File: src/logic/link_cfg_pkg.sv
// package: register map, field layout and types for the link configuration block
// =====================================================================
package link_cfg_pkg;

  // =====================================================================
  // bus geometry
  localparam int          ADDR_W       = 4;
  localparam int          DATA_W       = 32;
  localparam int          BE_W         = 4;

  // =====================================================================
  // byte offsets
  localparam logic [3:0]  OFS_LINK_CFG = 4'h0;
  localparam logic [3:0]  OFS_IRQ_EN   = 4'h4;
  localparam logic [3:0]  OFS_IRQ_STAT = 4'h8;

  // =====================================================================
  // field positions
  localparam int          POS_RPT      = 5;
  localparam int          POS_POL_LO   = 3;
  localparam int          POS_POL_HI   = 4;
  localparam int          POS_QSEL     = 1;
  localparam int          POS_DET_IRQ  = 6;
  localparam int          POS_DET_RAW  = 0;

  // =====================================================================
  // values
  localparam logic [31:0] RD_ZERO      = 32'h0000_0000;
  localparam logic [3:0]  ONEHOT_NONE  = 4'h0;

  typedef enum logic [1:0] {
    POL_ONCE_AUTH = 2'b00,
    POL_REG_CTRL  = 2'b01,
    POL_ALWAYS    = 2'b10,
    POL_INBAND    = 2'b11
  } enc_policy_t;

  typedef struct packed {
    logic        repeater_mode_en;
    enc_policy_t enc_policy;
    logic        rx_detect_qualify_sel;
  } link_cfg_t;

  localparam link_cfg_t CFG_RESET = '{1'b0, POL_ONCE_AUTH, 1'b0};

endpackage

File: src/logic/bus_handshake.sv
// waitrequest generator: one wait cycle per access, then a one-cycle accept
module bus_handshake
  import link_cfg_pkg::*;
(
  // clock and reset
  input  wire logic clk_in,
  input  wire logic rst_n_in,
  // request side
  input  wire logic request_in,
  input  wire logic ready_in,
  // answer side
  output logic      waitrequest_out,
  output logic      accept_out
);

  logic next_wait;

  // waitrequest drops for exactly one cycle, which is the accepting edge
  always_comb begin
    next_wait = 1'b1;
    if (request_in && waitrequest_out && ready_in) begin
      next_wait = 1'b0;
    end
  end

  always_ff @(posedge clk_in or negedge rst_n_in) begin
    if (!rst_n_in) begin
      waitrequest_out <= 1'b1;
    end else begin
      waitrequest_out <= next_wait;
    end
  end

  assign accept_out = request_in && !waitrequest_out;

endmodule

File: src/logic/rx_detect_tracker.sv
// receiver-detect condition, its qualification and the sticky detect flag
module rx_detect_tracker
  import link_cfg_pkg::*;
(
  // clock and reset
  input  wire logic clk_in,
  input  wire logic rst_n_in,
  // link side
  input  wire logic detect_in,
  input  wire logic lock_in,
  input  wire logic qualify_sel_in,
  // software side
  input  wire logic clear_in,
  output logic      cond_out,
  output logic      status_out
);

  logic next_cond;
  logic next_status;

  always_comb begin
    if (qualify_sel_in) begin
      next_cond = detect_in && lock_in;
    end else begin
      next_cond = detect_in;
    end
    // a new detection in the clearing cycle survives: set beats clear
    next_status = (next_cond && !cond_out) || (status_out && !clear_in);
  end

  always_ff @(posedge clk_in or negedge rst_n_in) begin
    if (!rst_n_in) begin
      cond_out   <= 1'b0;
      status_out <= 1'b0;
    end else begin
      cond_out   <= next_cond;
      status_out <= next_status;
    end
  end

endmodule

File: src/logic/link_cfg_top.sv
// link configuration register bank behind an avalon-mm slave
module link_cfg_top
  import link_cfg_pkg::*;
(
  // clock and reset
  input  wire logic              CLK_IN,
  input  wire logic              RST_N_IN,
  // strap
  input  wire logic              REPEATER_STRAP_IN,
  // avalon-mm slave
  input  wire logic [ADDR_W-1:0] AVS_ADDRESS_IN,
  input  wire logic              AVS_READ_IN,
  input  wire logic              AVS_WRITE_IN,
  input  wire logic [DATA_W-1:0] AVS_WRITEDATA_IN,
  input  wire logic [BE_W-1:0]   AVS_BYTEENABLE_IN,
  output logic [DATA_W-1:0]      AVS_READDATA_OUT,
  output logic                   AVS_WAITREQUEST_OUT,
  // downstream receiver status
  input  wire logic              RX_DETECT_IN,
  input  wire logic              RX_LOCK_IN,
  // configuration outputs
  output link_cfg_t              CFG_OUT,
  output logic [3:0]             ENC_POLICY_ONEHOT_OUT,
  output logic                   IRQ_OUT
);

  // =====================================================================
  // state
  link_cfg_t          cfg;
  link_cfg_t          next_cfg;
  logic               init_done;
  logic               next_init_done;
  logic               rx_detect_irq_enable;
  logic               next_irq_enable;
  logic [DATA_W-1:0]  next_readdata;
  logic [3:0]         next_onehot;
  logic               next_irq;
  logic               accept;
  logic               rd_launch;
  logic               wr_acc;
  logic               status_clear;
  logic               det_cond;
  logic               rx_detect_irq_status;

  // =====================================================================
  // bus handshake
  // waitrequest stays high until the strap has been taken, so no access
  // can race the power-up load of the policy field
  bus_handshake u_hs (
    .clk_in          (CLK_IN),
    .rst_n_in        (RST_N_IN),
    .request_in      (AVS_READ_IN || AVS_WRITE_IN),
    .ready_in        (init_done),
    .waitrequest_out (AVS_WAITREQUEST_OUT),
    .accept_out      (accept)
  );

  // read data must already stand while waitrequest is low, so it is
  // captured on the same edge that lowers waitrequest
  assign rd_launch    = AVS_READ_IN && AVS_WAITREQUEST_OUT && init_done;
  assign wr_acc       = accept && AVS_WRITE_IN && AVS_BYTEENABLE_IN[0];
  assign status_clear = wr_acc && (AVS_ADDRESS_IN == OFS_IRQ_STAT)
                        && AVS_WRITEDATA_IN[POS_DET_IRQ];

  // =====================================================================
  // receiver detect
  rx_detect_tracker u_det (
    .clk_in         (CLK_IN),
    .rst_n_in       (RST_N_IN),
    .detect_in      (RX_DETECT_IN),
    .lock_in        (RX_LOCK_IN),
    .qualify_sel_in (cfg.rx_detect_qualify_sel),
    .clear_in       (status_clear),
    .cond_out       (det_cond),
    .status_out     (rx_detect_irq_status)
  );

  // =====================================================================
  // register next values
  always_comb begin
    next_cfg        = cfg;
    next_init_done  = 1'b1;
    next_irq_enable = rx_detect_irq_enable;
    if (!init_done) begin
      // strap is sampled once, on the first edge after reset release
      if (REPEATER_STRAP_IN) begin
        next_cfg.enc_policy = POL_INBAND;
      end else begin
        next_cfg.enc_policy = POL_ONCE_AUTH;
      end
    end else if (wr_acc) begin
      case (AVS_ADDRESS_IN)
        OFS_LINK_CFG: begin
          // bits 7, 6, 2 and 0 hold nothing, so writes there vanish
          next_cfg.repeater_mode_en      = AVS_WRITEDATA_IN[POS_RPT];
          next_cfg.enc_policy            =
            enc_policy_t'(AVS_WRITEDATA_IN[POS_POL_HI:POS_POL_LO]);
          next_cfg.rx_detect_qualify_sel = AVS_WRITEDATA_IN[POS_QSEL];
        end
        OFS_IRQ_EN: begin
          next_irq_enable = AVS_WRITEDATA_IN[POS_DET_IRQ];
        end
        default: begin
          next_cfg = cfg;
        end
      endcase
    end
  end

  // =====================================================================
  // read data, decoded policy and interrupt
  always_comb begin
    next_readdata = RD_ZERO;
    if (rd_launch) begin
      case (AVS_ADDRESS_IN)
        OFS_LINK_CFG: begin
          next_readdata[POS_RPT]               = cfg.repeater_mode_en;
          next_readdata[POS_POL_HI:POS_POL_LO] = cfg.enc_policy;
          next_readdata[POS_QSEL]              = cfg.rx_detect_qualify_sel;
        end
        OFS_IRQ_EN: begin
          next_readdata[POS_DET_IRQ] = rx_detect_irq_enable;
        end
        OFS_IRQ_STAT: begin
          next_readdata[POS_DET_IRQ] = rx_detect_irq_status;
          next_readdata[POS_DET_RAW] = det_cond;
        end
        default: begin
          next_readdata = RD_ZERO;
        end
      endcase
    end
    next_onehot = ONEHOT_NONE;
    case (cfg.enc_policy)
      POL_ONCE_AUTH: next_onehot[0] = 1'b1;
      POL_REG_CTRL:  next_onehot[1] = 1'b1;
      POL_ALWAYS:    next_onehot[2] = 1'b1;
      POL_INBAND:    next_onehot[3] = 1'b1;
      default:       next_onehot    = ONEHOT_NONE;
    endcase
    next_irq = rx_detect_irq_status && rx_detect_irq_enable;
  end

  // =====================================================================
  // registers
  always_ff @(posedge CLK_IN or negedge RST_N_IN) begin
    if (!RST_N_IN) begin
      cfg                   <= CFG_RESET;
      init_done             <= 1'b0;
      rx_detect_irq_enable  <= 1'b0;
      AVS_READDATA_OUT      <= RD_ZERO;
      ENC_POLICY_ONEHOT_OUT <= ONEHOT_NONE;
      IRQ_OUT               <= 1'b0;
      CFG_OUT               <= CFG_RESET;
    end else begin
      cfg                   <= next_cfg;
      init_done             <= next_init_done;
      rx_detect_irq_enable  <= next_irq_enable;
      AVS_READDATA_OUT      <= next_readdata;
      ENC_POLICY_ONEHOT_OUT <= next_onehot;
      IRQ_OUT               <= next_irq;
      CFG_OUT               <= next_cfg;
    end
  end

endmodule

File: config.mk
export PLATFORM = sky130hd
export DESIGN_NAME = link_cfg_top
export DESIGN_NICKNAME = d
export VERILOG_FILES = /design/src/logic/link_cfg_pkg.sv /design/src/logic/bus_handshake.sv /design/src/logic/rx_detect_tracker.sv /design/src/logic/link_cfg_top.sv
export SDC_FILE = /design/constraint.sdc
export NUM_CORES = 1
export LEC_CHECK = 0
export ABC_AREA = 1
export BUFFER_PORTS_ARGS = -buffer_cell sky130_fd_sc_hd__buf_2
export CELL_PAD_IN_SITES_DETAIL_PLACEMENT = 0
export CELL_PAD_IN_SITES_GLOBAL_PLACEMENT = 2
export CORE_ASPECT_RATIO = 1.75
export CORE_MARGIN = 5
export CORE_UTILIZATION = 18
export CTS_CLUSTER_SIZE = 30
export DETAILED_ROUTE_END_ITERATION = 7
export GPL_TIMING_DRIVEN = 0
export PLACE_DENSITY_LB_ADDON = 0.08
export SLEW_MARGIN = 25
export SYNTH_ARGS = -nofsm -noshare
export SYNTH_HDL_FRONTEND = slang
export SYNTH_SLANG_ARGS = --single-unit
File: constraint.sdc
create_clock -name CLK_IN -period 1.07 [get_ports CLK_IN]
set_input_delay 0.107 -clock CLK_IN [delete_from_list [all_inputs] [get_ports CLK_IN]]
set_output_delay 0.107 -clock CLK_IN [all_outputs]
set_load 0.02 [all_outputs]
# After elaboration in Yosys (flattened, before gate mapping)
# Cells that the tools add are included.
[op_classes]
n_eq_ne = 7
mux = 15
n_reduce_logical = 23
[op_table]
columns = ["cell", "n"]
rows = [
  ["1-bit logical AND", 13],
  ["3-bit 2-to-1 mux", 3],
  ["1-bit 2-to-1 mux", 8],
  ["7-bit 2-to-1 mux", 1],
  ["3-bit AND reduction", 2],
  ["2-bit equality test (second input constant)", 2],
  ["4-bit by 3-bit equality test with 1-bit output (second input constant)", 1],
  ["4-bit equality test (second input constant)", 1],
  ["4-bit zero test", 1],
  ["2-bit 2-to-1 mux", 2],
  ["2-bit by 1-bit != test with 1-bit output (second input constant)", 2],
  ["1-bit zero test", 3],
  ["2-bit by 1-bit equality test with 1-bit output (second input constant)", 1],
  ["2-bit zero test", 1],
  ["1-bit logical OR", 2],
  ["1-bit one-hot mux with 2 select lines", 1],
  ["2-bit AND reduction", 1],
]
[word_totals]
ff_bits = 46
inputBits = 47
output_inout_bits = 42
word_cells = 56

# Longest topological paths before layout
# Gate-level depths: netlist of the first run.
[logic_depth]
depth_word = 9
depth_mapped = 6
mapped_depth_nobuf = 6

# Hierarchy
# Synthesis of the first run repeated with hierarchy kept, for this count alone.
[unflattened]
cells_unflattened = 114
hier_area_um2 = 1028.5
[by_module_without_submodules]
columns = ["mod", "instances", "cells_per_inst", "area_per_inst_um2", "seq_area_each_um2"]
rows = [
  ["link_cfg_top", 1, 100, 902.1, 425.4],
  ["rx_detect_tracker", 1, 10, 85.1, 50.0],
  ["bus_handshake", 1, 4, 41.3, 26.3],
]

# Worst setup path after synthesis of the first run
# Ideal clock, no wire load.
[synth_timing]
kind = "reg-to-reg"
from = "register u_hs.waitrequest_out"
to = "register cfg[1] (netlist name)"
setup_time_ns = 0.068
t_arrival_ns = 1.012
required_ns = 1.002
setup_slack_ns = -0.011
path_stages_with_launch = 7
synth_period_minus_slack_ns = 1.081
cell_sequence = "dfstp_2 > inv_1 > nand3_2 > nand2_1 > nand2_1 > nand2_1 > nand3_1"
[synth_via]
elab_chain_cells = 6
[synth_rtl]
columns = ["item", "line", "text"]
rows = [
  ["from (decl)", "bus_handshake.sv:12", "output logic waitrequest_out,"],
  ["from (signal assigned)", "bus_handshake.sv:30", "waitrequest_out <= next_wait;"],
  ["1-bit zero test", "bus_handshake.sv:34", "assign accept_out = request_in && !waitrequest_out;"],
  ["1-bit logical AND", "bus_handshake.sv:34", ""],
  ["1-bit logical AND (2 in series)", "link_cfg_top.sv:61", "assign wr_acc = accept && AVS_WRITE_IN && AVS_BYTEENABLE_IN[0];"],
  ["2-bit by 1-bit != test with 1-bit output (no source line)", "--", ""],
  ["2-bit AND reduction (no source line)", "--", ""],
  ["to (signal assigned)", "link_cfg_top.sv:156", "cfg <= next_cfg;"],
  ["to (decl)", "link_cfg_top.sv:29", "link_cfg_t cfg;"],
]
# Every way passes these cells.
# A chain may end at the register's enable or synchronous reset.

# Worst setup path after layout of the first run
[layout_timing]
from = "register u_hs.waitrequest_out"
to = "output port AVS_WAITREQUEST_OUT"
[layout_lines]
columns = ["item", "line", "text"]
rows = [
  ["to (decl)", "link_cfg_top.sv:17", "output logic AVS_WAITREQUEST_OUT,"],
]
# No word-level cell between the ends.

==> results of run 1 <==
how the worst max path moves through the flow:
stage / cells after the start / slack (ps) / startpoint / endpoint
after global placement: 4 / -40 / u_hs.waitrequest_out / AVS_READDATA_OUT[5]
final: 1 / -30 / u_hs.waitrequest_out / AVS_WAITREQUEST_OUT
after detailed placement: 4 / -30 / u_hs.waitrequest_out / AVS_READDATA_OUT[5]
after global routing: 1 / -60 / u_hs.waitrequest_out / AVS_WAITREQUEST_OUT
after CTS: 4 / -50 / u_hs.waitrequest_out / AVS_READDATA_OUT[5]
after floorplan: 6 / 30 / u_hs.waitrequest_out / cfg[1]
power groups by stage:
stage	sequential (mW)	clock, mW	combinational (mW)
CTS	0.839	0.613	0.411
global placement	0.853	0	0.398
detailed placement	0.855	0	0.400
global route	0.850	0.635	0.469
floorplan	0.899	0	0.234
finish	0.842	0.583	0.424
synth_stat cells, drive strengths merged:
cell and count:
conb 2, nor2 9, dfstp 1, nor4 1
o21a 1, dfrtp 19, a21oi 1, nand3b 1
nand3 10, a31oi 1, nand2 24, inv 13
nor3 4, buf 27
stage by stage:
| step | setup TNS [ps] | power (mW) | cell area, µm² | utilization |
|---|---|---|---|---|
| floorplan | 0 | 1.133 | 1122 | - |
| global placement | -36.99 | 1.251 | 1378 | 0.2486 |
| detailed placement | -25.67 | 1.255 | 1378 | 0.2486 |
| CTS | -112.5 | 1.863 | 1453 | 0.2622 |
| global route | -412.3 | 1.955 | 1504 | 0.2715 |
| finish | -29.33 | 1.849 | 1504 | 0.2715 |
layout make-up:
cell class	count	area share
flip-flops and latches	20	0.3344
multi-input cells	79	0.2762
plain buffers	27	0.1348
repair buffers	34	0.1223
well taps	76	0.06323
clock buffers	4	0.03661
inverters	13	0.03245
per-layer routing:
metal | part of all wire | wire (µm)
met1 | 0.33 | 869
met5 | 0 | 0
met3 | 0.085 | 222
met4 | 0.015 | 38
met2 | 0.57 | 1470
cells by family after synthesis:
logic type,after synthesis,share of synthesized area
other,2,0.007356
AOI/OAI and AO/OA,3,0.01838
DFF,20,0.4914
and+or+nand+nor,49,0.2365
buffers and inverters,40,0.2463
flip-flops by register name, indices dropped and copies added, names as in the netlist:
signal / flops
AVS_READDATA_OUT: 6
ENC_POLICY_ONEHOT_OUT: 4
cfg: 4
IRQ_OUT: 1
init_done: 1
rx_detect_irq_enable: 1
u_det.cond_out: 1
u_det.status_out: 1
u_hs.waitrequest_out: 1
repair_timing:
item,CTS,global route
gates cloned,0,0
endpoints found under the setup margin,5,11
gates resized for setup,1,13
endpoints found under the hold margin,19,0
pin swaps,0,4
buffers inserted,1,0
hold buffers,1,0
==> key figures, run 1 <==
Timing
  – Period utilization: 1.027
  – Final worst slack: -29.33 ps
  – Final setup viols: 1
  – Fin Hold WS: roughly 41 ps
  – Max Slew Vio Count: 0
  – Max Clock Skew: approximately 3.5 ps
  – RSZ-0062 raised after global routing: yes
  – Max Clk Rate: around 910 MHz
  – Hold Vio Cnt, Final: 0
  – Minimum clock period: around 1100 ps

Pwr
  – Sw frac: 0.2999
  – Clock power frac: 0.315
  – Combinational power share: 0.229
  – Reg power frac: 0.455
  – Power Density: between 1000 and 1500 nW/µm²
  – Leak Pwr: between 0.8 and 0.9 nW
  – Power Internal: approximately 1.3 mW
  – Net switching power: 554.7 µW
  – Peak supply drop: around 0.34 mV

Drt
  – WL final: 2601 µm
  – Detailed Routing Iterations Pass 1: 4
  – DRC Markers: 0
  – Vias/cell: 3.225
  – Antenna Nets Post-Route: 0
  – Drt first-iter violations: 17
  – Routed WL per cell: about 10 µm
  – Via count: between 800 and 900

Critical path
  – CP cell instances: buf_6
  – R2R depth: 6
  – R2r setup slk: approximately 10 ps
  – Critical path launch point type: flop
  – CP max stage delay: 600 ps
  – Critical path class: reg -> out
  – Worst EP arrival: between 900 and 1000 ps
  – Crit. End Element: output pin
  – CP top delay family: flip-flops
  – Critical Path RT: between 900 and 1000 ps
  – Slowest stage cell on the critical path: dfstp_2
  – Crit path max fanout: 4
  – Worst Path Buf+Inv: 1
  – Capturing point of the worst reg2reg path: cfg[2]
  – Critical R2R Launch: u_hs.waitrequest_out

Worst hold path
  – Hold WC Path Type: in -> reg
  – Hold worst-path end: u_hs.waitrequest_out
  – Hold-critical path depth: 2
  – Min-delay src: AVS_WRITE_IN

Floorplan
  – Die W: 66.93 µm
  – Std cell rows: 36
  – Top-level port count: slightly below 90
  – Area of the core: 5540 µm²
  – Initial Util: 0.1843
  – Die ar.: around 7300 µm²
  – Chip height: around 110 µm

Clocking
  – Number of H-tree levels: 1
  – CTS buffer count: 3
  – Worst-Skew Late Latency: approximately 260 ps
  – Clk sink count: 20
  – Worst-path clk slew: 80 ps
  – CTS tree: done
  – Clk buf depth: 2
  – Clk root buf: clkbuf_8

Global routing
  – GRT overflow: 0
  – Largest net degree at the start of global routing: 21
  – Met2 Use GR: 0.1428
  – GR peak layer: met2
  – Initial antenna violation count: 0
  – M3 GR Usage: 0.02556
  – Met1 usage: 0.07274
  – GRT Total Usage: 0.07755
  – Vias in the first global route: 934
  – First-pass GRT wire length: slightly above 4000 µm

Finish
  – Share of cells above drive strength 1: 0.4802
  – Fillers: about 610
  – Area growth, synth to finish: 47.30%
  – Most frequent cells in the layout: buf_2, buf_4, conb_1, nand2_1, dfrtp_1
  – FF+latch area: 503.0 µm²
  – Multi-input combinational cell area: 415.4 µm²
  – Final nets: about 230
  – ANT cells: 0
  – Non-Filler Instances: about 250
  – Most common cell after layout, fill and taps aside: buf_2

Synth
  – Cells after Synth: roughly 110
  – Yosys cell types: 19
  – Area leader, netlist: dfrtp_1
  – Yosys Warn Count: 0
  – Post-synthesis cell area: 1021 µm²
  – #FFs+latches synth: 20
  – Top cell type's share of synthesized area: 0.4657
  – Register area share after synthesis: 0.4914
  – Syn Area/Cell: around 9 µm²
  – Synth area leaders: dfrtp_1, buf_4, nand2_1

Placed design
  – Number of port buffers: 32
  – DP HPWL: ~2100 µm
  – Place WS: -25.67 ps
  – Gp weighted congestion: 0.7063
  – Dpl cells: between 200 and 250

Outcome
  – Status: complete, but fails checks
  – Failing checks: negative setup slack

Job
  – Maxcap violations: 0
(Power assumes the default switching activity.)
==> inputs of run 2 (changes only) <==
--- a/config.mk
+++ b/config.mk
@@ -15,6 +15,7 @@
 export CTS_CLUSTER_SIZE = 30
 export DETAILED_ROUTE_END_ITERATION = 7
 export GPL_TIMING_DRIVEN = 0
+export MAX_ROUTING_LAYER = met4
 export PLACE_DENSITY_LB_ADDON = 0.08
 export SLEW_MARGIN = 25
 export SYNTH_ARGS = -nofsm -noshare
==> run 2 against run 1 <==
  * The run still ends with negative setup slack left
  * Sequential power about the same
  * Core utilization is the same
  * Fmax about the same
  * Die area unchanged
  * Power about the same
  * Sequential cell count unchanged
  * Critical path type unchanged
  * Highest routed layer unchanged
==> key figures, run 2 (same netlist as run 1, synthesis figures left out) <==
Outcome
  – Status: complete, but fails checks
  – Failing checks: negative setup slack

Timing
  – Max Slew Vio Count: 0
  – Final setup viols: 1
  – Max Clk Rate: between 900 and 1000 MHz
  – Fin Hold WS: approximately 42 ps
  – Final worst slack: -28.49 ps
  – RSZ-0062 raised after global routing: yes
  – Hold Vio Cnt, Final: 0
  – Max Clock Skew: 3.519 ps
  – Period utilization: 1.027
  – Minimum clock period: about 1100 ps

Drt
  – Antenna Nets Post-Route: 0
  – Via count: approximately 800
  – DRC Markers: 0
  – Drt first-iter violations: 18
  – WL final: around 2600 µm
  – Vias/cell: 3.225
  – Detailed Routing Iterations Pass 1: 4
  – Routed WL per cell: a little over 10 µm

Global routing
  – GRT overflow: 0
  – Initial antenna violation count: 0
  – First-pass GRT wire length: between 4000 and 5000 µm
  – Vias in the first global route: about 930
  – GR peak layer: met2
  – Largest net degree at the start of global routing: 21
  – GRT Total Usage: 0.07968
  – M3 GR Usage: 0.01636
  – Met1 usage: 0.07843
  – Met2 Use GR: 0.1428

Floorplan
  – Initial Util: 0.1843
  – Area of the core: ~5500 µm²
  – Die ar.: around 7300 µm²
  – Std cell rows: 36
  – Chip height: 109.6 µm
  – Die W: around 67 µm
  – Top-level port count: 89

Critical path
  – R2R depth: 6
  – CP cell instances: buf_6
  – Critical Path RT: ~960 ps
  – Worst EP arrival: 990 ps
  – Crit path max fanout: 4
  – Slowest stage cell on the critical path: dfstp_2
  – Critical path class: reg -> out
  – Crit. End Element: output pin
  – CP top delay family: flip-flops
  – R2r setup slk: 10 ps
  – Critical R2R Launch: u_hs.waitrequest_out
  – Capturing point of the worst reg2reg path: cfg[2]
  – CP max stage delay: about 600 ps
  – Worst Path Buf+Inv: 1
  – Critical path launch point type: flop

Clocking
  – Clk buf depth: 2
  – Worst-Skew Late Latency: between 200 and 300 ps
  – Number of H-tree levels: 1
  – CTS tree: done
  – Clk sink count: 20
  – Worst-path clk slew: roughly 80 ps
  – CTS buffer count: 3
  – Clk root buf: clkbuf_8

Placed design
  – Gp weighted congestion: around 0.7
  – Dpl cells: 247
  – Place WS: -25.67 ps
  – DP HPWL: around 2100 µm
  – Number of port buffers: 32

Finish
  – Area growth, synth to finish: 47.30%
  – Max reg flops: 6
  – Final nets: 225
  – Share of cells above drive strength 1: 0.4802
  – Largest Register: AVS_READDATA_OUT
  – Non-Filler Instances: between 200 and 300
  – ANT cells: 0
  – Most frequent cells in the layout: buf_2, buf_4, conb_1, nand2_1, dfrtp_1
  – Fillers: 608
  – Final core area utilization: 0.2715
  – FF+latch area: around 500 µm²
  – Largest regs: AVS_READDATA_OUT: 6 flops, ENC_POLICY_ONEHOT_OUT: 4 flops, cfg: 4 flops
  – Most common cell after layout, fill and taps aside: buf_2
  – Multi-input combinational cell area: between 400 and 500 µm²

Pwr
  – Leak Pwr: between 0.8 and 0.9 nW
  – Power Density: roughly 1200 nW/µm²
  – Peak supply drop: between 0.3 and 0.4 mV
  – Final Power: 1.849 mW

Worst hold path
  – Hold WC Path Type: in -> reg
  – Hold worst-path end: u_hs.waitrequest_out
  – Min-delay src: AVS_WRITE_IN
  – Hold-critical path depth: 2

Job
  – Maxcap violations: 0
run 2: cell counts in the layout (fill, tap and decap cells not counted):
No cell type changed its count.
run 2: per-stage QoR:
step / instance area (µm²) / TNS [ps]
3_3_place_gp: 1378 / -36.99
6_report: 1504 / -28.49
2_1_floorplan: 1122 / 0
3_5_place_dp: 1378 / -25.67
5_1_grt: 1504 / -412.3
4_1_cts: 1453 / -112.5
run 2: what timing repair did:
item | in CTS | in global routing
setup endpoints to repair | 5 | 11
gates resized for setup | 1 | 13
hold buffers | 1 | 0
pin swaps | 0 | 4
buffers inserted | 1 | 0
hold endpoints to repair | 19 | 0
run 2: metal layers:
| metal | routed length [µm] | vias up | part of all wire |
|---|---|---|---|
| met5 | 0 | - | 0 |
| li1 | - | 421 | - |
| met1 | 938 | 360 | 0.36 |
| met4 | 35 | 0 | 0.013 |
| met3 | 153 | 2 | 0.059 |
| met2 | 1470 | 33 | 0.57 |
run 2: cell type report:
cell class                 count  area share
sequential                    20      0.3344
multi-input combinational     79      0.2762
buffer                        27      0.1348
tap                           76     0.06323
timing repair buffer          34      0.1223
clock buffer                   4     0.03661
inverter                      13     0.03245
run 2: worst max-delay path by stage:
| stage | start | to | slack [ps] | cells past startpoint |
|---|---|---|---|---|
| 6_report | u_hs.waitrequest_out | AVS_WAITREQUEST_OUT | -30 | 1 |
| 5_1_grt | u_hs.waitrequest_out | AVS_WAITREQUEST_OUT | -60 | 1 |
| 4_1_cts | u_hs.waitrequest_out | AVS_READDATA_OUT[5] | -50 | 4 |
| 3_5_place_dp | u_hs.waitrequest_out | AVS_READDATA_OUT[5] | -30 | 4 |
| 3_3_place_gp | u_hs.waitrequest_out | AVS_READDATA_OUT[5] | -40 | 4 |
| 2_1_floorplan | u_hs.waitrequest_out | cfg[1] | 30 | 6 |
run 2: power breakdown:
part | switching (mW) | internal [mW] | total [mW]
Sequential | 0.0368 | 0.805 | 0.842
Combinational | 0.263 | 0.162 | 0.424
Clock | 0.255 | 0.327 | 0.583
Total | 0.555 | 1.29 | 1.85
